`config.mk`:
```
export PLATFORM = sky130hd
export DESIGN_NAME = an_np_regs
export DESIGN_NICKNAME = d
export VERILOG_FILES = /design/src/an_np_pkg.sv /design/src/an_np_regs.sv
export SDC_FILE = /design/constraint.sdc
export NUM_CORES = 1
export LEC_CHECK = 0
export ABC_AREA = 1
export BUFFER_PORTS_ARGS = -buffer_cell sky130_fd_sc_hd__buf_2
export CORE_MARGIN = 8
export CORE_UTILIZATION = 46
export DETAILED_ROUTE_END_ITERATION = 8
export PLACE_DENSITY = 0.92
export SLEW_MARGIN = 15
export SYNTH_ARGS = -nofsm -noshare
export SYNTH_HDL_FRONTEND = slang
export SYNTH_SLANG_ARGS = --single-unit
```
`constraint.sdc`:
```
create_clock -name clk_i -period 2.1 [get_ports clk_i]
set_input_delay 0.105 -clock clk_i [delete_from_list [all_inputs] [get_ports clk_i]]
set_output_delay 0.105 -clock clk_i [all_outputs]
set_load 0.02 [all_outputs]
```
`src/an_np_pkg.sv`:
```
// Package for the partner ability snapshot and next-page register block.
// Assumes a 32-bit classic Wishbone slave with byte addresses 4 x index.
package an_np_pkg;

	// ****************************************
	// Register indices and address width
	// ****************************************
	localparam logic [11:0] IDX_PARTNER_LOW = 12'h205;
	localparam logic [11:0] IDX_PARTNER_MID = 12'h206;
	localparam logic [11:0] IDX_PARTNER_HIGH = 12'h207;
	localparam logic [11:0] IDX_NP_LOW = 12'h208;
	localparam logic [11:0] IDX_CTRL = 12'h300;
	localparam logic [11:0] IDX_LEVEL = 12'h301;
	localparam int ADDR_W = 14;

	// ****************************************
	// Field positions
	// ****************************************
	localparam int MID_LONG_REACH = 14;
	localparam int MID_GIGABIT = 7;
	localparam int MID_SHORT_FD = 6;
	localparam int MID_FAST = 5;
	localparam int HIGH_EEE = 14;
	localparam int HIGH_LVL_CAP = 13;
	localparam int HIGH_LVL_REQ = 12;
	localparam int HIGH_SHORT_HD = 11;
	localparam int NP_MORE = 15;
	localparam int NP_ACK = 14;
	localparam int NP_ENC = 13;
	localparam int NP_COMPLY = 12;
	localparam int NP_TOGGLE = 11;
	localparam int CODE_W = 11;
	localparam int CTRL_AN_RESET = 0;
	localparam int CTRL_LOCAL_CAP = 1;
	localparam int CTRL_LOCAL_REQ = 2;

	// ****************************************
	// Masks and reset values
	// ****************************************
	localparam logic [15:0] MID_MASK = 16'h40e0;
	localparam logic [15:0] HIGH_MASK = 16'h7800;
	localparam logic [15:0] NP_LOW_RESET = 16'h2001;
	localparam logic [15:0] NP_LOW_WMASK = 16'hb7ff;
	localparam logic [15:0] ZERO16 = 16'h0000;
	localparam logic [10:0] CODE_NULL = 11'h001;
	localparam logic [10:0] CODE_OUI = 11'h005;
	localparam logic [10:0] CODE_DEV_ID = 11'h006;

	typedef struct packed {
		logic [15:0] low;
		logic [15:0] mid;
		logic [15:0] high;
	} partner_page_t;

	typedef struct packed {
		logic more_pages_flag;
		logic page_encoding_select;
		logic can_comply_flag;
		logic [CODE_W-1:0] page_code_field;
	} next_page_low_t;

endpackage : an_np_pkg

```
`src/an_np_regs.sv`:
```
// Partner base-page snapshot (mid/high) and local next-page low word.
// Assumes a classic Wishbone master and a live partner page from the AN core.
//
// Decided for this implementation: the Wishbone interface to the registers.
`timescale 1ns/1ps

module an_np_regs (
	input wire logic clk_i,
	input wire logic rst_i,
	input wire logic wb_cyc_i,
	input wire logic wb_stb_i,
	input wire logic wb_we_i,
	input wire logic [an_np_pkg::ADDR_W-1:0] wb_adr_i,
	input wire logic [3:0] wb_sel_i,
	input wire logic [31:0] wb_dat_i,
	output logic [31:0] wb_dat_o,
	output logic wb_ack_o,
	output logic wb_err_o,
	input wire an_np_pkg::partner_page_t partner_live_i,
	input wire logic np_ack_i,
	input wire logic np_ack_clear_i,
	output an_np_pkg::next_page_low_t next_page_o,
	output logic np_written_o,
	output logic high_level_o
);
	import an_np_pkg::*;

	// ****************************************
	// Bus decode
	// ****************************************
	logic req;
	logic [11:0] idx;
	logic hit_low;
	logic hit_mid;
	logic hit_high;
	logic hit_np;
	logic hit_ctrl;
	logic hit_level;
	logic mapped;
	logic wr_low_lanes;
	logic wr_byte0;

	assign req = wb_cyc_i && wb_stb_i && !wb_ack_o && !wb_err_o;
	assign idx = wb_adr_i[ADDR_W-1:2];
	always_comb begin
		hit_low = 1'b0;
		hit_mid = 1'b0;
		hit_high = 1'b0;
		hit_np = 1'b0;
		hit_ctrl = 1'b0;
		hit_level = 1'b0;
		unique case (idx)
			IDX_PARTNER_LOW: begin
				hit_low = 1'b1;
			end
			IDX_PARTNER_MID: begin
				hit_mid = 1'b1;
			end
			IDX_PARTNER_HIGH: begin
				hit_high = 1'b1;
			end
			IDX_NP_LOW: begin
				hit_np = 1'b1;
			end
			IDX_CTRL: begin
				hit_ctrl = 1'b1;
			end
			IDX_LEVEL: begin
				hit_level = 1'b1;
			end
			// Unmapped index: no hit, answered with an error
			default: begin
			end
		endcase
	end
	assign mapped = hit_low || hit_mid || hit_high || hit_np || hit_ctrl || hit_level;
	assign wr_low_lanes = req && wb_we_i && wb_sel_i[1:0] == 2'h3;
	assign wr_byte0 = req && wb_we_i && wb_sel_i[0];

	// ****************************************
	// Control: AN reset pulse, local level bits
	// ****************************************
	logic an_reset;
	logic local_cap;
	logic local_req;
	logic ctrl_write;

	assign ctrl_write = wr_byte0 && hit_ctrl;

	// One-cycle pulse; next-page defaults return on the following edge
	always_ff @(posedge clk_i) begin
		if (rst_i) begin
			an_reset <= 1'b0;
		end else begin
			an_reset <= ctrl_write && wb_dat_i[CTRL_AN_RESET];
		end
	end

	// ****************************************
	// Local transmit level controls
	// ****************************************
	always_ff @(posedge clk_i) begin
		if (rst_i) begin
			local_cap <= 1'b0;
		end else if (ctrl_write) begin
			local_cap <= wb_dat_i[CTRL_LOCAL_CAP];
		end
	end

	always_ff @(posedge clk_i) begin
		if (rst_i) begin
			local_req <= 1'b0;
		end else if (ctrl_write) begin
			local_req <= wb_dat_i[CTRL_LOCAL_REQ];
		end
	end

	// ****************************************
	// Partner snapshot
	// ****************************************
	partner_page_t snap;
	logic capture;

	// Only a read of the low word takes a new snapshot
	assign capture = req && !wb_we_i && hit_low;

	always_ff @(posedge clk_i) begin
		if (rst_i) begin
			snap.low <= ZERO16;
		end else if (capture) begin
			snap.low <= partner_live_i.low;
		end
	end

	// ****************************************
	// Snapshot bits
	// ****************************************
	// Defined ability bits follow the page, reserved bits stay zero
	for (genvar b = 0; b < 16; b++) begin : g_snap_bit
		always_ff @(posedge clk_i) begin
			if (rst_i) begin
				snap.mid[b] <= 1'b0;
				snap.high[b] <= 1'b0;
			end else if (capture) begin
				snap.mid[b] <= partner_live_i.mid[b] & MID_MASK[b];
				snap.high[b] <= partner_live_i.high[b] & HIGH_MASK[b];
			end
		end
	end

	// ****************************************
	// Transmit level resolution
	// ****************************************
	logic both_capable;
	logic any_request;

	// Either side lacking capability forces the low level
	assign both_capable = local_cap && snap.high[HIGH_LVL_CAP];
	assign any_request = local_req || snap.high[HIGH_LVL_REQ];

	always_ff @(posedge clk_i) begin
		if (rst_i) begin
			high_level_o <= 1'b0;
		end else begin
			high_level_o <= both_capable && any_request;
		end
	end

	// ****************************************
	// Next-page low word
	// ****************************************
	logic np_write;
	logic np_default;

	assign np_write = wr_low_lanes && hit_np;
	// Power-up and autonegotiation reset share one default
	assign np_default = rst_i || an_reset;

	// Fields take a write only when both low byte lanes are selected
	always_ff @(posedge clk_i) begin
		if (np_default) begin
			next_page_o.more_pages_flag <= NP_LOW_RESET[NP_MORE];
		end else if (np_write) begin
			next_page_o.more_pages_flag <= wb_dat_i[NP_MORE];
		end
	end

	always_ff @(posedge clk_i) begin
		if (np_default) begin
			next_page_o.page_encoding_select <= NP_LOW_RESET[NP_ENC];
		end else if (np_write) begin
			next_page_o.page_encoding_select <= wb_dat_i[NP_ENC];
		end
	end

	always_ff @(posedge clk_i) begin
		if (np_default) begin
			next_page_o.can_comply_flag <= NP_LOW_RESET[NP_COMPLY];
		end else if (np_write) begin
			next_page_o.can_comply_flag <= wb_dat_i[NP_COMPLY];
		end
	end

	always_ff @(posedge clk_i) begin
		if (np_default) begin
			next_page_o.page_code_field <= NP_LOW_RESET[CODE_W-1:0];
		end else if (np_write) begin
			next_page_o.page_code_field <= wb_dat_i[CODE_W-1:0];
		end
	end

	// ****************************************
	// Acknowledge flag
	// ****************************************
	logic ack_flag;
	logic ack_clear_evt;

	// Hardware set wins over a clear in the same cycle
	assign ack_clear_evt = np_ack_clear_i && !np_ack_i;

	always_ff @(posedge clk_i) begin
		if (np_default) begin
			ack_flag <= 1'b0;
		end else if (np_ack_i) begin
			ack_flag <= 1'b1;
		end else if (ack_clear_evt) begin
			ack_flag <= 1'b0;
		end
	end

	// ****************************************
	// Next-page written strobe
	// ****************************************
	// Tells the AN core a new page is complete (next-page low word written)
	always_ff @(posedge clk_i) begin
		if (rst_i) begin
			np_written_o <= 1'b0;
		end else begin
			np_written_o <= np_write;
		end
	end

	// ****************************************
	// Read data and answer
	// ****************************************
	logic [15:0] np_read;
	logic [15:0] ctrl_read;
	logic [15:0] level_read;
	logic [15:0] rd_word;

	always_comb begin
		np_read = ZERO16;
		np_read[NP_MORE] = next_page_o.more_pages_flag;
		np_read[NP_ACK] = ack_flag;
		np_read[NP_ENC] = next_page_o.page_encoding_select;
		np_read[NP_COMPLY] = next_page_o.can_comply_flag;
		np_read[NP_TOGGLE] = 1'b0;
		np_read[CODE_W-1:0] = next_page_o.page_code_field;
	end

	always_comb begin
		ctrl_read = ZERO16;
		ctrl_read[CTRL_LOCAL_CAP] = local_cap;
		ctrl_read[CTRL_LOCAL_REQ] = local_req;
	end

	always_comb begin
		level_read = ZERO16;
		level_read[0] = high_level_o;
	end

	always_comb begin
		rd_word = ZERO16;
		if (hit_low) begin
			rd_word = partner_live_i.low;
		end else if (hit_mid) begin
			rd_word = snap.mid;
		end else if (hit_high) begin
			rd_word = snap.high;
		end else if (hit_np) begin
			rd_word = np_read;
		end else if (hit_ctrl) begin
			rd_word = ctrl_read;
		end else if (hit_level) begin
			rd_word = level_read;
		end
	end

	// ****************************************
	// Answer
	// ****************************************
	logic answer_ok;
	logic answer_err;
	logic read_take;

	assign answer_ok = req && mapped;
	// Unmapped indices answer with an error instead of a silent ack
	assign answer_err = req && !mapped;
	assign read_take = req && !wb_we_i && mapped;

	always_ff @(posedge clk_i) begin
		if (rst_i) begin
			wb_ack_o <= 1'b0;
		end else begin
			wb_ack_o <= answer_ok;
		end
	end

	always_ff @(posedge clk_i) begin
		if (rst_i) begin
			wb_err_o <= 1'b0;
		end else begin
			wb_err_o <= answer_err;
		end
	end

	// Read data holds until the next read of a mapped index
	always_ff @(posedge clk_i) begin
		if (rst_i) begin
			wb_dat_o <= 32'h0000_0000;
		end else if (read_take) begin
			wb_dat_o <= {16'h0000, rd_word};
		end
	end

endmodule : an_np_regs

```
---- After elaboration in Yosys (flattened, before gate mapping) ----
Cells that the tools add are included.
storage, ports and cells
  bits in registers ....................... 46
  logic and storage cells ................. 72
operators by class
  equal/unequal tests ..................... 7
  multiplexer cells ....................... 14
  reductions and logical operators ........ 30
operators by type and width
  kind                    number
  $eq A12 B10 Y1 const B  6
  $mux W16                4
  $logic_and A1 B1 Y1     17
  $mux W1                 9
  $logic_or A1 B1 Y1      7
  $logic_not A1 Y1        5
  $mux W3                 1
  $eq A2 B2 Y1 const B    1
  $reduce_bool A2 Y1      1

---- Logic depth before layout (Yosys ltp) ----
  depth after elaboration ................. 9
  depth in mapped cells ................... 10

---- Worst setup path after synthesis ----
Ideal clock, no wire load.
  path kind ............................... register to register
  start ................................... register wb_ack_o
  end ..................................... register next_page_o[10] (netlist name)
  data arrival time ....................... 1.277 ns
  required time ........................... 1.971 ns
  slack ................................... 0.695 ns
  cell stages (with the launch flop) ...... 8
  buffers on the path ..................... 1
  period minus slack after synthesis ...... 1.405 ns
  path through ............................ dfxtp_1 -> nor2_1 -> nand3_1 -> nor2_1 -> nand4_1 -> buf_2 -> o21ai_0 -> a21oi_1
between the ends
  longest elaborated chain between the ends .. 6
ends and longest elaborated chain
  item                              RTL line           text
  start: declaration                an_np_regs.sv:17   output logic wb_ack_o,
  start signal: assignment          an_np_regs.sv:305  wb_ack_o <= answer_ok;
  $logic_not A1 Y1                  an_np_regs.sv:43   assign req = wb_cyc_i && wb_stb_i && !wb_ack_o && !wb_err_o;
  $logic_and A1 B1 Y1 (2 in a row)  an_np_regs.sv:43
  $logic_and A1 B1 Y1 (2 in a row)  an_np_regs.sv:77   assign wr_low_lanes = req && wb_we_i && wb_sel_i[1:0] == 2'h3;
  $logic_and A1 B1 Y1               an_np_regs.sv:175  assign np_write = wr_low_lanes && hit_np;
  end: declaration                  an_np_regs.sv:22   output an_np_pkg::next_page_low_t next_page_o,
No other way between the ends.
A chain may end at the register's enable or synchronous reset.

---- Worst setup path after layout ----
  start ................................... register wb_ack_o
  end ..................................... register next_page_o[1] (netlist name)
The elaborated chain is that of the path after synthesis.

==> metrics.txt <==
CTS resizes=0; Total Routing Usage GR=18.1%; Final Slew Violations=0; Final Hold Vio Count=0; Most flops, register=wb_dat_o; final setup violation count=0; HPWL Detailed=5.67 mm; status=completed; final wirelength=6.87 mm; Hold Path Class=in2reg; DR DRC count=0; DR pass1 iterations=4; CP arrival=1.97 ns; cts bufs inserted=5; crit path capture type=register; Mean Syn Cell Area=6.91 um^2; ys async rst share=0%; total of max-cap violations=0; CTS tree=yes; vias in the first global route=2404; Max IR drop VDD=0.450 mV; Unique masters post-synth=34; clk sink count=46; Iter 0 DRT Violations=86; Die ar.=0.00776 mm^2; Worst Setup Start Kind=register; share of cells above drive strength 1=28.7%; commonest non-fill, non-tap cell in the layout=buf_2; row cnt=26; worst-skew pair later-pin latency=0.31 ns; Die Span Y=88.1 um; Chip Width=88.1 um; RSZ-0062 raised after global routing=false; CTS Hold Bufs=0; crit path max fanout=22; vias per inst=4.74; leading cell types in the layout, fill and taps excluded=buf_2 (92), nand2_1 (60), nor2_1 (58), inv_1 (47), dfxtp_1 (46); diode count=0; Mapped Area=0.00239 mm^2; Placer Congestion=0.899; number of synthesized flops with an enable pin=0; initial antenna violation count=0; final period utilization=81.5%; total power=0.00161 W; Setup Fix Bufs, Post-CTS=0; core area=0.00507 mm^2; max reg flops=16; fin nets=543; CP required=2.35 ns; routed length per placed instance=13.5 um; via count=2415; Syn. warnings=0; uppermost layer routed=met4; total negative slack=0 ns; Starting Density=47.1%; Least-Margin Pin Slew=0.684 ns; CTS Buffer Depth=2; first-pass GRT wire length=10.9 mm; Setup Crit Path Kind=reg2reg; grt total ovfl=0; Highest Clock Rate=0.584 GHz; Post-DRT Antenna Nets=0; Seq/Total Area, Yosys=38.5%; Root Driver=clkbuf_8; met2 wire length=3.30 mm; Max Clock Skew=0.00949 ns; met3 WL=540 um; Lkg Pwr=1.55 nW; Regs by FF count=wb_dat_o: 16 flops, next_page_o: 14 flops, snap: 8 flops; PwrDens=548 mW/mm^2; buffers added on ports=92; largest net degree at the start of global routing=23; Area Growth Syn to Fin=22.6%; Worst slew margin=54.2%; min cycle time layout=1.71 ns; Synth Instances=346; clk slew on worst S/H paths=0.10 ns; met1 wire length=2.89 mm; Top Ports=155; number of synthesized register bits=46; H-tree Lvls=2; Main synth FF type=dfxtp_1
## through the flow
stage | std cells | hold WS, ns | setup slack (ns) | area (um^2) | utilization, %
floorplan | 361 | 0.167 | 0.695 | 2450 | -
global placement | 501 | 0.311 | 0.486 | 2840 | 55.9
detailed placement | 501 | 0.329 | 0.417 | 2840 | 55.9
CTS | 509 | 0.00168 | 0.397 | 2930 | 57.8
global route | 509 | 0.00789 | 0.175 | 2930 | 57.8
finish | 509 | 0.00148 | 0.389 | 2930 | 57.8
## final cells by class
type                    count  area [um^2]
clock buffers               5         68.8
clock inverters             3         26.3
inverters                  51          191
repair buffers             95          483
multi-input cells         239         1160
well taps                  70         87.6
flip-flops and latches     46          921
fillers                   506         2140
## critical path: stages (launching register included)
cell	delay [ns]
dfxtp_1	0.32
nor2_1	0.13
nand3_1	0.15
nor2_1	0.22
nand4_1	0.16
buf_4	0.24
inv_1	0.19
o21ai_0	0.12
nor2_1	0.13
## metal layers
metal,global-route usage (%),vias to the layer above
met1,20.6,1061
met4,7.53,0
met3,4.78,12
met5,0,-
met2,31.3,90
li1,-,1252
## cell usage after synthesis, types with 4 or more instances
| master | instances | area share, % |
|---|---|---|
| nand2_1 | 60 | 9.4 |
| nor2_1 | 58 | 9.1 |
| inv_1 | 47 | 7.4 |
| dfxtp_1 | 46 | 38 |
| o21ai_0 | 29 | 6.1 |
| a21oi_1 | 19 | 4.0 |
| buf_4 | 16 | 5.0 |
| nand3_1 | 13 | 2.7 |
| nand4_1 | 9 | 2.4 |
| inv_2 | 4 | 0.63 |
| nand2_2 | 4 | 1.0 |
| nor2_2 | 4 | 1.0 |
| o211ai_1 | 4 | 1.3 |
## kinds of logic (layout without fill, tap and decap cells)
kind of cell / Yosys count / after routing / share of synthesized area [%]
compound gates: 67 / 67 / 16.2
buf+inv: 76 / 154 / 15.5
flops: 46 / 46 / 38.5
other cells: 1 / 16 / 0.157
simple gates: 156 / 156 / 29.6
## report_power, final
part	internal [W]	switching (W)
clock network	0.000247	0.000336
logic	0.0000533	0.0000959
registers	0.000874	0.00000124
## worst paths after layout
path | cells after the start | start | slack [ns] | end
max | 8 | wb_ack_o | 0.39 | next_page_o[1]
min | 3 | np_ack_i | 0.001 | ack_flag
max reg2reg | 8 | wb_ack_o | 0.39 | next_page_o[1]
min reg2reg | 2 | snap[30] | 0.45 | snap[30]
Note: power is estimated with default switching activity, not from simulation.
